===== src/rtl/mailbox_port_defs.svh =====
/*
  Constants for the two-channel host mailbox port: data width, status bit
  positions, reset values and the least cycles per handshaked word.
  Assumes inclusion by bare name from the package and the design files.
*/
`ifndef MAILBOX_PORT_DEFS_SVH
`define MAILBOX_PORT_DEFS_SVH
`define MBX_DATA_WIDTH 32
`define MBX_STAT_WCV_BIT 0
`define MBX_STAT_RCV_BIT 1
`define MBX_FLAG_RESET 1'h0
`define MBX_DATA_RESET 32'h0000_0000
`define MBX_CYCLES_PER_WORD 2
`endif


===== src/rtl/mailbox_port_pkg.sv =====
/*
  Types shared by both ends of the host mailbox port.
  Assumes mailbox_port_defs.svh is on the include path.
*/
`include "mailbox_port_defs.svh"
package mailbox_port_pkg;
  typedef logic [`MBX_DATA_WIDTH-1:0] word_t;
  // Host access selector
  typedef enum logic {SEL_DATA, SEL_STATUS} host_sel_e;
endpackage


===== src/rtl/mailbox_port_if.sv =====
/*
  Host-side bus between the mailbox port and the host end.
  Assumes one shared clock; the host end resolves the shared acknowledge
  wire from ack_oe (high while the port drives it).
*/
`timescale 1ns/1ps
`default_nettype none
interface mailbox_port_if;
  logic wr_n;
  logic rd_n;
  logic sel;
  mailbox_port_pkg::word_t wdata;
  mailbox_port_pkg::word_t rdata;
  logic host_side_acknowledge;
  logic ack_oe;
  modport port_end (input wr_n, rd_n, sel, wdata, output rdata, host_side_acknowledge, ack_oe);
  modport host_end (output wr_n, rd_n, sel, wdata, input rdata, host_side_acknowledge, ack_oe);
endinterface
`default_nettype wire


===== src/rtl/strobe_rise.sv =====
/*
  Rising-edge detector for an active-low strobe sampled on the clock.
  Assumes the strobe is synchronous to i_clock.
*/
`timescale 1ns/1ps
`default_nettype none
module strobe_rise (
  input wire logic i_clock,
  input wire logic i_rst,
  input wire logic i_strobe_n,
  output logic o_rise
);
  logic active_q;
  // Remembers a low strobe; zero after reset like every other flop, and
  // zero also means idle, so no false edge follows reset
  always_ff @(posedge i_clock or posedge i_rst) begin
    if (i_rst) begin
      active_q <= 1'h0;
    end else begin
      active_q <= ~i_strobe_n;
    end
  end
  assign o_rise = i_strobe_n & active_q;
endmodule
`default_nettype wire


===== src/rtl/mailbox_port.sv =====
/*
  Device end of the host mailbox port: write latch, read latch, two valid
  flags, status channel, stalling acknowledge and a transfer interrupt.
  Assumes host and processor share i_clock and that all strobes are
  synchronous active-low levels.
*/
// Behaviour
// - Write, read and status channels provided
// - Host write sets write-channel-valid
// - Processor write sets read-channel-valid
// - Reading a channel clears its flag
// - Status read returns both flags
// - Flags change on strobe rising edge
// - Data captured at strobe rise; write channel never overwritten
// - All storage asynchronously reset to zero
// - Acknowledge driven only while host strobe low
// - Write to empty channel acknowledged at once; here one clock after strobe falls
// - Write to full channel stalls until read
// - Read of full channel acknowledged at once; here one clock after strobe falls
// - Read of empty channel stalls until write
// - Each host write raises transfer interrupt
// - Processor flag low when data waiting
// - Host checks pending data before reading
// - Host checks status before each transfer
// - Stale status only delays, never loses
// - Handshaked rate at most one word per two
// - Full rate needs shared clock and memory acknowledge
`timescale 1ns/1ps
`default_nettype none
`include "mailbox_port_defs.svh"
module mailbox_port #(
  parameter int DATA_WIDTH = `MBX_DATA_WIDTH
) (
  input wire logic i_clock,
  input wire logic i_rst,
  mailbox_port_if.port_end host,
  input wire logic i_proc_wr_n,
  input wire logic i_proc_rd_n,
  input wire logic [DATA_WIDTH-1:0] i_proc_wdata,
  output logic [DATA_WIDTH-1:0] o_proc_rdata,
  output logic o_processor_flag_input_zero,
  output logic o_transfer_irq,
  output logic o_data_memory_acknowledge
);
  logic write_channel_valid_q;
  logic read_channel_valid_q;
  logic [DATA_WIDTH-1:0] write_latch_q;
  logic [DATA_WIDTH-1:0] read_latch_q;
  logic [DATA_WIDTH-1:0] host_rdata_d;
  logic [DATA_WIDTH-1:0] host_rdata_q;
  logic irq_q;
  logic host_wr_rise;
  logic host_rd_rise;
  logic proc_wr_rise;
  logic proc_rd_rise;
  logic host_data_wr;
  logic host_data_rd;
  logic host_stat_rd;
  logic wr_done_q;
  logic rd_done_q;
  logic [3:0] strobe_n;
  logic [3:0] strobe_up;
  logic host_wr_take;
  logic host_rd_take;
  logic wr_taken_q;
  logic rd_taken_q;

  // Host selector decode, shared by the grant, capture and status paths
  function automatic logic sel_is_data(input logic sel);
    return sel == mailbox_port_pkg::SEL_DATA;
  endfunction

  // Strobe order: host write, host read, processor write, processor read
  assign strobe_n = {i_proc_rd_n, i_proc_wr_n, host.rd_n, host.wr_n};

  // Trailing-edge detectors, one per strobe
  for (genvar i = 0; i < 4; i++) begin : g_rise
    strobe_rise strobe_rise_inst (
      .i_clock(i_clock),
      .i_rst(i_rst),
      .i_strobe_n(strobe_n[i]),
      .o_rise(strobe_up[i])
    );
  end
  assign host_wr_rise = strobe_up[0];
  assign host_rd_rise = strobe_up[1];
  assign proc_wr_rise = strobe_up[2];
  assign proc_rd_rise = strobe_up[3];

  // A data strobe is taken in every clock that it stands low and granted
  assign host_wr_take = ~host.wr_n & wr_done_q & sel_is_data(host.sel);
  assign host_rd_take = ~host.rd_n & rd_done_q & sel_is_data(host.sel);
  // Only a strobe taken in its last low clock may complete a transfer
  assign host_data_wr = host_wr_rise & wr_taken_q;
  assign host_data_rd = host_rd_rise & rd_taken_q;
  assign host_stat_rd = ~host.rd_n & ~sel_is_data(host.sel);

  // The rise is seen a clock late and the host may move sel with its
  // strobe, so the grant and the selector are kept from the last low clock
  always_ff @(posedge i_clock or posedge i_rst) begin
    if (i_rst) begin
      wr_taken_q <= 1'h0;
      rd_taken_q <= 1'h0;
    end else begin
      wr_taken_q <= host_wr_take;
      rd_taken_q <= host_rd_take;
    end
  end

  // Remember whether the current host cycle found its channel ready; a
  // cycle held off by a full or empty channel finishes only once granted
  always_ff @(posedge i_clock or posedge i_rst) begin
    if (i_rst) begin
      wr_done_q <= 1'h0;
    end else if (host.wr_n) begin
      wr_done_q <= 1'h0;
    end else if (!sel_is_data(host.sel) || !write_channel_valid_q) begin
      wr_done_q <= 1'h1;
    end
  end

  always_ff @(posedge i_clock or posedge i_rst) begin
    if (i_rst) begin
      rd_done_q <= 1'h0;
    end else if (host.rd_n) begin
      rd_done_q <= 1'h0;
    end else if (!sel_is_data(host.sel) || read_channel_valid_q) begin
      rd_done_q <= 1'h1;
    end
  end

  // Write-channel latch follows the host data while a granted strobe stands,
  // so it holds the word present as the strobe rises; a grant needs an empty
  // channel, so an unread word is never overwritten
  always_ff @(posedge i_clock or posedge i_rst) begin
    if (i_rst) begin
      write_latch_q <= `MBX_DATA_RESET;
    end else if (host_wr_take) begin
      write_latch_q <= host.wdata;
    end
  end

  // Read-channel latch follows the processor data while its strobe is low;
  // the flag rises a clock later, so data is always in before the flag
  always_ff @(posedge i_clock or posedge i_rst) begin
    if (i_rst) begin
      read_latch_q <= `MBX_DATA_RESET;
    end else if (!i_proc_wr_n) begin
      read_latch_q <= i_proc_wdata;
    end
  end

  // Write-channel flag; a host write wins over a processor read clear
  always_ff @(posedge i_clock or posedge i_rst) begin
    if (i_rst) begin
      write_channel_valid_q <= `MBX_FLAG_RESET;
    end else if (host_data_wr) begin
      write_channel_valid_q <= 1'h1;
    end else if (proc_rd_rise) begin
      write_channel_valid_q <= 1'h0;
    end
  end

  // Read-channel flag; a processor write wins over a host read clear
  always_ff @(posedge i_clock or posedge i_rst) begin
    if (i_rst) begin
      read_channel_valid_q <= `MBX_FLAG_RESET;
    end else if (proc_wr_rise) begin
      read_channel_valid_q <= 1'h1;
    end else if (host_data_rd) begin
      read_channel_valid_q <= 1'h0;
    end
  end

  // Transfer interrupt pulses one cycle per completed host write
  always_ff @(posedge i_clock or posedge i_rst) begin
    if (i_rst) begin
      irq_q <= 1'h0;
    end else begin
      irq_q <= host_data_wr;
    end
  end

  // Host read data: status word or read latch, registered
  always_comb begin
    host_rdata_d = '0;
    if (host_stat_rd) begin
      host_rdata_d[`MBX_STAT_WCV_BIT] = write_channel_valid_q;
      host_rdata_d[`MBX_STAT_RCV_BIT] = read_channel_valid_q;
    end else if (!host.rd_n) begin
      host_rdata_d = read_latch_q;
    end
  end

  always_ff @(posedge i_clock or posedge i_rst) begin
    if (i_rst) begin
      host_rdata_q <= `MBX_DATA_RESET;
    end else begin
      host_rdata_q <= host_rdata_d;
    end
  end

  assign host.rdata = host_rdata_q;
  // Acknowledge enabled only during a host strobe; the line is shared
  assign host.ack_oe = ~host.wr_n | ~host.rd_n;
  // Granting takes a cycle, so a word needs two clocks at least
  assign host.host_side_acknowledge = (~host.wr_n & wr_done_q) | (~host.rd_n & rd_done_q);
  assign o_proc_rdata = write_latch_q;
  assign o_processor_flag_input_zero = ~write_channel_valid_q;
  assign o_transfer_irq = irq_q;
  // Memory acknowledge for full-rate use: ready while a host word waits
  assign o_data_memory_acknowledge = write_channel_valid_q;
endmodule
`default_nettype wire


===== src/flat_wrapper.sv =====
// flat-port wrapper written by rule: the top's interface ports become plain ports
module mailbox_port_flat 
#(
  parameter int DATA_WIDTH = `MBX_DATA_WIDTH
)
  (i_clock, i_rst, i_proc_wr_n, i_proc_rd_n, i_proc_wdata, o_proc_rdata, o_processor_flag_input_zero, o_transfer_irq, o_data_memory_acknowledge, host_wr_n, host_rd_n, host_sel, host_wdata, host_rdata, host_host_side_acknowledge, host_ack_oe);
  mailbox_port_if host_i ();
  input wire logic i_clock;
  input wire logic i_rst;
  input wire logic i_proc_wr_n;
  input wire logic i_proc_rd_n;
  input wire logic [DATA_WIDTH-1:0] i_proc_wdata;
  output logic [DATA_WIDTH-1:0] o_proc_rdata;
  output logic o_processor_flag_input_zero;
  output logic o_transfer_irq;
  output logic o_data_memory_acknowledge;
  input wire logic [$bits(host_i.wr_n)-1:0] host_wr_n;
  input wire logic [$bits(host_i.rd_n)-1:0] host_rd_n;
  input wire logic [$bits(host_i.sel)-1:0] host_sel;
  input wire logic [$bits(host_i.wdata)-1:0] host_wdata;
  output wire logic [$bits(host_i.rdata)-1:0] host_rdata;
  output wire logic [$bits(host_i.host_side_acknowledge)-1:0] host_host_side_acknowledge;
  output wire logic [$bits(host_i.ack_oe)-1:0] host_ack_oe;
  assign host_i.wr_n = host_wr_n;
  assign host_i.rd_n = host_rd_n;
  assign host_i.sel = host_sel;
  assign host_i.wdata = host_wdata;
  assign host_rdata = host_i.rdata;
  assign host_host_side_acknowledge = host_i.host_side_acknowledge;
  assign host_ack_oe = host_i.ack_oe;
  mailbox_port #(.DATA_WIDTH(DATA_WIDTH)) u_core (.i_clock(i_clock), .i_rst(i_rst), .host(host_i), .i_proc_wr_n(i_proc_wr_n), .i_proc_rd_n(i_proc_rd_n), .i_proc_wdata(i_proc_wdata), .o_proc_rdata(o_proc_rdata), .o_processor_flag_input_zero(o_processor_flag_input_zero), .o_transfer_irq(o_transfer_irq), .o_data_memory_acknowledge(o_data_memory_acknowledge));
endmodule

===== config.mk =====
export PLATFORM = sky130hd
export DESIGN_NAME = mailbox_port_flat
export DESIGN_NICKNAME = d
export VERILOG_FILES = /design/src/rtl/mailbox_port_pkg.sv /design/src/rtl/mailbox_port_if.sv /design/src/rtl/strobe_rise.sv /design/src/rtl/mailbox_port.sv /design/src/flat_wrapper.sv
export VERILOG_INCLUDE_DIRS = /design/src /design/src/rtl
export SDC_FILE = /design/constraint.sdc
export NUM_CORES = 1
export LEC_CHECK = 0
export ABC_AREA = 1
export BUFFER_PORTS_ARGS = -buffer_cell sky130_fd_sc_hd__buf_4
export CAP_MARGIN = 15
export CORE_ASPECT_RATIO = 1.2
export CORE_MARGIN = 1.5
export CORE_UTILIZATION = 44
export CTS_BUF_LIST = sky130_fd_sc_hd__clkbuf_8 sky130_fd_sc_hd__clkbuf_16
export CTS_CLUSTER_SIZE = 28
export DETAILED_ROUTE_END_ITERATION = 6
export PLACE_DENSITY = 0.76
export RECOVER_POWER = 50
export SETUP_SLACK_MARGIN = 0.02
export SLEW_MARGIN = 20
export SYNTH_ARGS = -nofsm -noshare
export SYNTH_HDL_FRONTEND = slang
export SYNTH_SLANG_ARGS = --single-unit

===== constraint.sdc =====
create_clock -name i_clock -period 3.32 [get_ports i_clock]
set_input_delay 0.664 -clock i_clock [delete_from_list [all_inputs] [get_ports i_clock]]
set_output_delay 0.664 -clock i_clock [all_outputs]
set_load 0.01 [all_outputs]

Word-level counts from Yosys, hierarchy flattened
Index checks and enable logic that the tools add are counted.
W data, S select, Z words.
{"block": "word_totals", "register_bits": 107}
{"block": "classes", "muxes": 11, "bitwise_logic": 19, "n_reduce_logical": 7}
{"op": "$mux W32", "count": 1}
{"op": "$mux W30", "count": 1}
{"op": "$and A1 B1 Y1", "count": 11}
{"op": "$mux W1", "count": 8}
{"op": "$reduce_bool A2 Y1", "count": 4}
{"op": "$not A1 Y1", "count": 6}
{"op": "$logic_or A1 B1 Y1", "count": 2}
{"op": "$mux W2", "count": 1}
{"op": "$or A1 B1 Y1", "count": 2}
{"op": "$logic_not A1 Y1", "count": 1}

Logic depth before layout (Yosys ltp)
Gate-level depths: netlist of the first run.
{"block": "logic_depth", "depth_word": 4, "mapped_depth": 6}

Hierarchy
A second synthesis of the first run with hierarchy kept.
{"block": "unflattened", "hier_cells": 430, "area_unflattened_um2": 4097.7}
{"mod": "mailbox_port", "n_inst": 1, "cells_per_inst": 410, "area_each_um2": 3937.5}
{"mod": "strobe_rise", "n_inst": 4, "cells_per_inst": 5, "area_each_um2": 40.0}

Least setup slack after synthesis of the first run
No wires, ideal clock.
{"block": "synth_path", "path_kind": "input to output", "startpoint": "input port host_rd_n", "endpoint": "output port host_host_side_acknowledge", "arrival_ps": 899, "required_ps": 2656, "path_slack_ps": 1757, "cell_stages": 1, "path_buffers": 0, "path_cell_list": "o22ai_1"}
{"block": "synth_via", "elab_chain_len": 3}
{"item": "start, declared", "line_no": "flat_wrapper.sv:18", "text": "input wire logic [$bits(host_i.rd_n)-1:0] host_rd_n;"}
{"item": "$not A1 Y1", "line_no": "mailbox_port.sv:207", "text": "assign host.host_side_acknowledge = (~host.wr_n & wr_done_q) | (~host.rd_n & rd_done_q);"}
{"item": "$and A1 B1 Y1", "line_no": "mailbox_port.sv:207"}
{"item": "$or A1 B1 Y1", "line_no": "mailbox_port.sv:207"}
{"item": "end, declared", "line_no": "flat_wrapper.sv:22", "text": "output wire logic [$bits(host_i.host_side_acknowledge)-1:0] host_host_side_acknowledge;"}
No other way between the ends.

Worst setup path in the final report of the first run
{"block": "layout_path", "startpoint": "input port host_wr_n", "endpoint": "register u_core.write_latch_q[13], in the netlist u_core.o_proc_rdata[13]"}
{"block": "layout_via", "elab_chain_len": 3}
{"item": "start, declared", "line_no": "flat_wrapper.sv:17", "text": "input wire logic [$bits(host_i.wr_n)-1:0] host_wr_n;"}
{"item": "$not A1 Y1", "line_no": "mailbox_port.sv:91", "text": "assign host_wr_take = ~host.wr_n & wr_done_q & sel_is_data(host.sel);"}
{"item": "$and A1 B1 Y1 (2 in a row)", "line_no": "mailbox_port.sv:91"}
{"item": "end signal, assigned", "line_no": "mailbox_port.sv:137", "text": "write_latch_q <= `MBX_DATA_RESET;"}
{"item": "end signal, assigned", "line_no": "mailbox_port.sv:139", "text": "write_latch_q <= host.wdata;"}
{"item": "end, declared", "line_no": "mailbox_port.sv:47", "text": "logic [DATA_WIDTH-1:0] write_latch_q;"}
No other way between the ends.
A chain may end at the register's enable or synchronous reset.

==> results.json, run 1 <==
{
  "status": "finished with violations",
  "violations": "capacitance limit, slew limit",
  "drt-vias-per-instance": 4.75,
  "layout.cells.most_common": "sky130_fd_sc_hd__buf_4",
  "clock_sink_count": 107,
  "die_h_um": 107,
  "globalRoute.totalOverflow": 0,
  "worstHoldPathType": "flop to flop",
  "buffer_ports.inserted": 139,
  "timing.critical_path.cells": "clkbuf_1, inv_1, nand3_4, nand2_1, nand2_1",
  "post_route_setup_slack_ps": 1250,
  "detailedRoute.firstIterationViolations": 140,
  "postCtsResizedCells": 0,
  "die_area_sq_mm": 0.00951,
  "drt_wl_total_um": 8170,
  "max_stage_delay_ps": 750,
  "number_of_antenna_violations_at_the_first_check_in_global_routing": 0,
  "syn-cell-area_sq_mm": 0.00393,
  "grt_first_pass_wirelength_um": 13100,
  "drv_cap": 1,
  "areaGrowthSynthToFinish_pct": 31.8,
  "gpl.final_weighted_congestion": 0.786,
  "final-instance-count-excl-fill": 639,
  "crit_slowest_cell": "sky130_fd_sc_hd__inv_1",
  "route.detailed.wl_per_inst_um": 12.8,
  "maxSlewHeadroom_pct": -1.53,
  "cts_made_buffers": 9,
  "grtUsageTotal_pct": 17.9,
  "hold_ws_ps": 456,
  "layout.filler_cells": 763,
  "clk_path_buf_depth": 2,
  "worst_pin_slew_ps": 1520,
  "setup_viol_count_final": 0,
  "final.min_clock_period_ps": 2070,
  "grt_max_degree": 63,
  "cell_pwr_density_mw_per_mm2": 518,
  "finalSetupTns_ps": 0,
  "drive_gt1_share_pct": 29.5,
  "rsz0062_at_grt": "false",
  "power.total_mw": 2.68,
  "place.detailed.hpwl_um": 5680,
  "cts_hold_buffers": 0,
  "post_route_antenna_net_violation_count": 0,
  "mappedNetlistNets": 459,
  "timing_hold_violations_final": 0,
  "final.period_utilization_pct": 62.4,
  "grt_pass1_vias": 2880,
  "most-common-layout-cells": "sky130_fd_sc_hd__buf_4 (134), sky130_fd_sc_hd__nand2_1 (114), sky130_fd_sc_hd__dfrtp_1 (107)",
  "setup.worst_path.end_class": "flop",
  "h_tree_level_count": 3,
  "remaining_drc_errors": 0,
  "critPathBufInv": 2,
  "yosys_warnings": 0,
  "detail_route.first_pass.iterations": 4,
  "rows": 37,
  "synth-seq-cells": 107,
  "tritoncts": "done",
  "synth_seq_area_share_pct": 68.2,
  "dieWidth_um": 89.3,
  "arrival_time_of_data_at_the_critical_path_endpoint_ps": 2310,
  "timing.critical_path.required_ps": 3560,
  "clk_pin_slew_ps": 90,
  "initial_core_util_pct": 45.6,
  "clock-root-buffer": "sky130_fd_sc_hd__clkbuf_8",
  "path_class": "input port to flop",
  "ir_drop_uv": 346,
  "fmax_mhz": 482,
  "coreArea_sq_mm": 0.00861,
  "crit_top_cell": "sky130_fd_sc_hd__nand2_1",
  "critical_path.top_delay_family": "buffers and inverters",
  "num_vias": 3036,
  "finalNetCount": 589,
  "placement.setup.worst_slack_ps": 873,
  "drv_slew": 63,
  "timing.clock.skew_ps": 5.71,
  "crit_path_start_kind": "input port",
  "postCtsSetupBuffers": 0,
  "antenna_cells_inserted": 0,
  "insertion_delay_ps": 350,
  "post_synth_num_cell_types": 15,
  "place_inst": 624,
  "leakage_nw": 2.84,
  "timing.critical_path.fanout_max": 35,
  "post_synth.cell_area_avg_sq_um": 10.1,
  "synthCells": 388,
  "top_level_ports": 140
}
[worst paths after layout]
path / from / end / slack (ps) / cells past startpoint
setup / recovery: host_wr_n / u_core.o_proc_rdata[13]$_DFFE_PP0P_ / 1250 / 5
max in group asynchronous: i_rst / u_core.o_proc_rdata[26]$_DFFE_PP0P_ / 1750 / 3
hold / removal: u_core.g_rise[2].strobe_rise_inst.active_q$_DFF_PP0_ / u_core.read_channel_valid_q$_DFFE_PP0P_ / 460 / 2
setup reg to reg: u_core.wr_done_q$_DFFE_PP0P_ / u_core.o_proc_rdata[13]$_DFFE_PP0P_ / 1930 / 4
min in group asynchronous: i_rst / u_core.read_latch_q[2]$_DFFE_PP0N_ / 750 / 3
hold reg to reg: u_core.g_rise[2].strobe_rise_inst.active_q$_DFF_PP0_ / u_core.read_channel_valid_q$_DFFE_PP0P_ / 460 / 2
[layer usage]
metal / share of wire (%) / vias up / track usage (%)
met5: 0 / - / 0
met4: 1.8 / 0 / 7.80
met3: 9.9 / 13 / 5.67
met2: 46 / 133 / 27.2
met1: 43 / 1412 / 23.4
li1: - / 1478 / -
[logic make-up (layout without fill, tap and decap cells)]
logic type      after synthesis  count (layout)  synth area share [%]
buf+inv                      64             198                  7.48
flops                       107             107                  68.2
compound gates               33              33                  4.24
simple gates                184             184                  20.1
[cell usage after synthesis]
cell type                  number  area [sq um]
sky130_fd_sc_hd__nand2_1      114           428
sky130_fd_sc_hd__dfrtp_1      107          2680
sky130_fd_sc_hd__inv_1         37           139
sky130_fd_sc_hd__nand4_1       32           200
sky130_fd_sc_hd__nor2_1        32           120
sky130_fd_sc_hd__o21ai_0       32           160
sky130_fd_sc_hd__buf_2         13          65.1
sky130_fd_sc_hd__buf_6          4          45.0
sky130_fd_sc_hd__clkbuf_1       4          15.0
sky130_fd_sc_hd__inv_2          4          15.0
sky130_fd_sc_hd__nand3_1        4          20.0
sky130_fd_sc_hd__buf_4          2          15.0
sky130_fd_sc_hd__nand3_4        1          17.5
sky130_fd_sc_hd__nor3_1         1          5.00
sky130_fd_sc_hd__o22ai_1        1          6.26
[worst reg2reg max path: cells and delay by family, from the launching register on]
kind	cells	cell delay, ps
AND/OR/NAND/NOR	3	630
flip-flops	1	330
buffers and inverters	1	320
[registers in the layout, indices dropped and copies added, names as in the netlist]
register	cells
u_core.host.rdata	32
u_core.o_proc_rdata	32
u_core.read_latch_q	32
u_core.g_rise.strobe_rise_inst.active_q	4
u_core.o_data_memory_acknowledge	1
u_core.o_transfer_irq	1
u_core.rd_done_q	1
u_core.rd_taken_q	1
u_core.read_channel_valid_q	1
u_core.wr_done_q	1
u_core.wr_taken_q	1
[power breakdown]
part	internal, mW	leakage [nW]	switching, mW	total [mW]
clock	0.380	0.108	0.396	0.776
sequential	1.42	1.35	0.0536	1.48
combinational	0.203	1.38	0.223	0.426
[metrics by stage]
step / area [sq um] / utilization, %
6_report: 5180 / 60.1
5_1_grt: 5180 / 60.1
3_3_place_gp: 5000 / 58.1
3_5_place_dp: 5000 / 58.1
4_1_cts: 5200 / 60.4
2_1_floorplan: 3930 / -
[final cells by class]
type | instances | area [sq um] | area share (%)
flip-flops and latches | 107 | 2680 | 51.7
repair buffers | 142 | 1050 | 20.2
multi-input cells | 217 | 957 | 18.5
inverters | 41 | 155 | 3.00
clock buffers | 11 | 151 | 2.92
well taps | 117 | 146 | 2.83
clock inverters | 4 | 42.5 | 0.822
Power figures use the tool's default switching activity.
==> run 2, diff against run 1 <==
- ABC_AREA: 1 -> 0
- clock period: 3.32 -> 1.75 ns (I/O delays scaled with it)
==> run 2 against run 1 <==
Net effect:
- the run now ends clean
- sequential cell count stayed put
- final cell count is 22% lower
- total power is 90% higher
- sequential power is 93% higher
- die area is 3.2% lower
- combinational power is 100% higher
- clock skew is 6.0 ps higher
- routed wire length is 15% lower
- via count is 24% lower
- final area is 1.3% lower
- critical path depth is 2 lower
- highest routed layer unchanged
==> results.json, run 2 <==
{
  "status": "complete, no violations",
  "path_class": "flop to flop",
  "synthCells": 235,
  "regToRegSetupSlack_ps": 220,
  "clk_pin_slew_ps": 100,
  "synth_async_sr_flop_share_pct": 100,
  "postCtsSetupBuffers": 0,
  "yosys_warnings": 0,
  "drt_wl_total_um": 6960,
  "coreArea_sq_mm": 0.00824,
  "post_synth.cell_area_avg_sq_um": 16.2,
  "arrival_time_of_data_at_the_critical_path_endpoint_ps": 1780,
  "top_level_ports": 140,
  "initial_core_util_pct": 46.1,
  "finalNetCount": 449,
  "remaining_drc_errors": 0,
  "die_h_um": 105,
  "timing.critical_path.fanout_max": 32,
  "num_vias": 2314,
  "detailedRoute.firstIterationViolations": 91,
  "syn-cell-area_sq_mm": 0.00380,
  "grtUsageTotal_pct": 15.7,
  "timing.critical_path.required_ps": 2000,
  "rsz0062_at_grt": "false",
  "drv_slew": 0,
  "antenna_cells_inserted": 0,
  "crit_path_start_kind": "flop",
  "netlist.area_leader.share_pct": 70.4,
  "power_switching_mw": 1.23,
  "synthMostInstantiatedCell": "sky130_fd_sc_hd__dfrtp_1",
  "die_area_sq_mm": 0.00921,
  "synth_commonest_cells": "sky130_fd_sc_hd__dfrtp_1 (107), sky130_fd_sc_hd__mux2_2 (61), sky130_fd_sc_hd__and2_1 (31), sky130_fd_sc_hd__inv_1 (6)",
  "drv_cap": 0,
  "p_seq_share_pct": 56.3,
  "grt_pass1_vias": 2352,
  "worstHoldPathCells": 2,
  "gpl.final_weighted_congestion": 0.759,
  "synth-seq-cells": 107,
  "clock_power_share_pct": 26.7,
  "setup.worst_path.end_class": "flop",
  "worstHoldPathType": "input port to flop",
  "worst_pin_slew_ps": 1280,
  "clock_sink_count": 107,
  "dieWidth_um": 87.8,
  "r2r-start": "u_core.wr_done_q$_DFFE_PP0P_",
  "finalSetupTns_ps": 0,
  "number_of_antenna_violations_at_the_first_check_in_global_routing": 0,
  "timing.clock.skew_ps": 11.7,
  "r2r.worst_path.cells": 3,
  "post_synth_num_cell_types": 18,
  "holdPathEnd": "u_core.g_rise[3].strobe_rise_inst.active_q$_DFF_PP0_",
  "ys.flop_type": "sky130_fd_sc_hd__dfrtp_1",
  "p_int_mw": 3.84,
  "synth_top_cell_by_area": "sky130_fd_sc_hd__dfrtp_1",
  "drive_gt1_share_pct": 56.9,
  "cell_pwr_density_mw_per_mm2": 993,
  "cts_hold_buffers": 0,
  "p_sw_share_pct": 24.3,
  "buffer_ports.inserted": 139,
  "final.period_utilization_pct": 87.6,
  "postCtsResizedCells": 0,
  "grt_first_pass_wirelength_um": 11100,
  "power.total_mw": 5.08,
  "mappedNetlistNets": 306,
  "insertion_delay_ps": 350,
  "layout.cells.most_common": "sky130_fd_sc_hd__buf_4",
  "place.detailed.hpwl_um": 4980,
  "final_util_pct": 62.0,
  "final.min_clock_period_ps": 1530,
  "grt_max_degree": 61,
  "clock-root-buffer": "sky130_fd_sc_hd__clkbuf_8",
  "most-common-layout-cells": "sky130_fd_sc_hd__buf_4 (134), sky130_fd_sc_hd__dfrtp_1 (107), sky130_fd_sc_hd__mux2_2 (61)",
  "setup_viol_count_final": 0,
  "route.detailed.wl_per_inst_um": 14.0,
  "hold_start": "i_proc_rd_n",
  "post_route_antenna_net_violation_count": 0,
  "post_synth_main_area_contributors": "sky130_fd_sc_hd__dfrtp_1 (70%), sky130_fd_sc_hd__mux2_2 (18%), sky130_fd_sc_hd__and2_1 (5.1%), sky130_fd_sc_hd__buf_6 (1.2%), sky130_fd_sc_hd__mux2_1 (0.89%)",
  "synth_seq_area_share_pct": 70.4,
  "cts_made_buffers": 9,
  "tritoncts": "done",
  "leakage_nw": 2.51,
  "rr_endpoint": "u_core.o_proc_rdata[15]$_DFFE_PP0P_",
  "areaGrowthSynthToFinish_pct": 34.5,
  "h_tree_level_count": 3,
  "ir_drop_uv": 615,
  "globalRoute.totalOverflow": 0,
  "synth_edf_count": 0,
  "rows": 36,
  "combPwrFrac_pct": 17.0,
  "timing_hold_violations_final": 0,
  "fmax_mhz": 652,
  "detail_route.first_pass.iterations": 4,
  "clk_path_buf_depth": 2,
  "maxSlewHeadroom_pct": 14.3,
  "drt-vias-per-instance": 4.66
}
==> run 2: how the worst max path moves through the flow <==
stage                                 startpoint                                                   end  slack [ps]  depth (start not counted)
finish              u_core.wr_done_q$_DFFE_PP0P_                   u_core.o_proc_rdata[15]$_DFFE_PP0P_         220                          3
floorplan                                  i_rst  u_core.g_rise[0].strobe_rise_inst.active_q$_DFF_PP0_         110                          1
CTS                 u_core.wr_done_q$_DFFE_PP0P_                            host_host_side_acknowledge         250                          2
global route        u_core.wr_done_q$_DFFE_PP0P_                   u_core.o_proc_rdata[26]$_DFFE_PP0P_         130                          3
global placement                        host_sel                   u_core.o_proc_rdata[22]$_DFFE_PP0P_         300                          4
detailed placement                      host_sel                   u_core.o_proc_rdata[12]$_DFFE_PP0P_         270                          4
==> run 2: layout make-up <==
type	instances	area, sq um
sequential	107	2680
clock inverter	5	30.0
clock buffer	11	151
tap	114	143
inverter	6	23.8
multi-input combinational	111	1020
fill	670	3130
timing repair buffer	143	1070
==> run 2: per-stage QoR <==
step	instances	cell area, sq um	hold slack (ps)	setup slack [ps]
final	497	5110	177	217
after global routing	497	5110	157	128
after CTS	497	5150	72.2	250
after detailed placement	481	4970	461	265
after global placement	481	4970	455	303
after floorplan	235	3800	409	112
==> run 2: critical path: stages, from the launching register on <==
cell and delay, ps:
sky130_fd_sc_hd__dfrtp_1 370, sky130_fd_sc_hd__nor3b_1 430, sky130_fd_sc_hd__buf_12 270, sky130_fd_sc_hd__mux2_2 360
==> run 2: cell families (layout without fill, tap and decap cells) <==
family                 after synthesis  after routing  share of synthesized area (%)
flip-flops                         107            107                           70.4
multiplexers                        66             66                           19.5
buffers and inverters               17            165                           2.57
AND/OR/NAND/NOR                     41             41                           6.62
AO/OA/AOI/OAI                        4              4                          0.889
==> run 2: per-layer routing <==
layer	wire length, um	global-route usage, %
met1	2560	17.2
met2	3580	26.2
met3	699	6.64
met4	122	6.58
met5	0	0
==> run 2: power groups by stage <==
stage / combinational, mW / sequential (mW) / clock, mW
2_1_floorplan: 0.322 / 2.98 / 0
3_3_place_gp: 0.867 / 2.90 / 0
3_5_place_dp: 0.894 / 2.91 / 0
4_1_cts: 0.895 / 2.86 / 1.41
5_1_grt: 0.944 / 2.89 / 1.49
6_report: 0.864 / 2.86 / 1.36
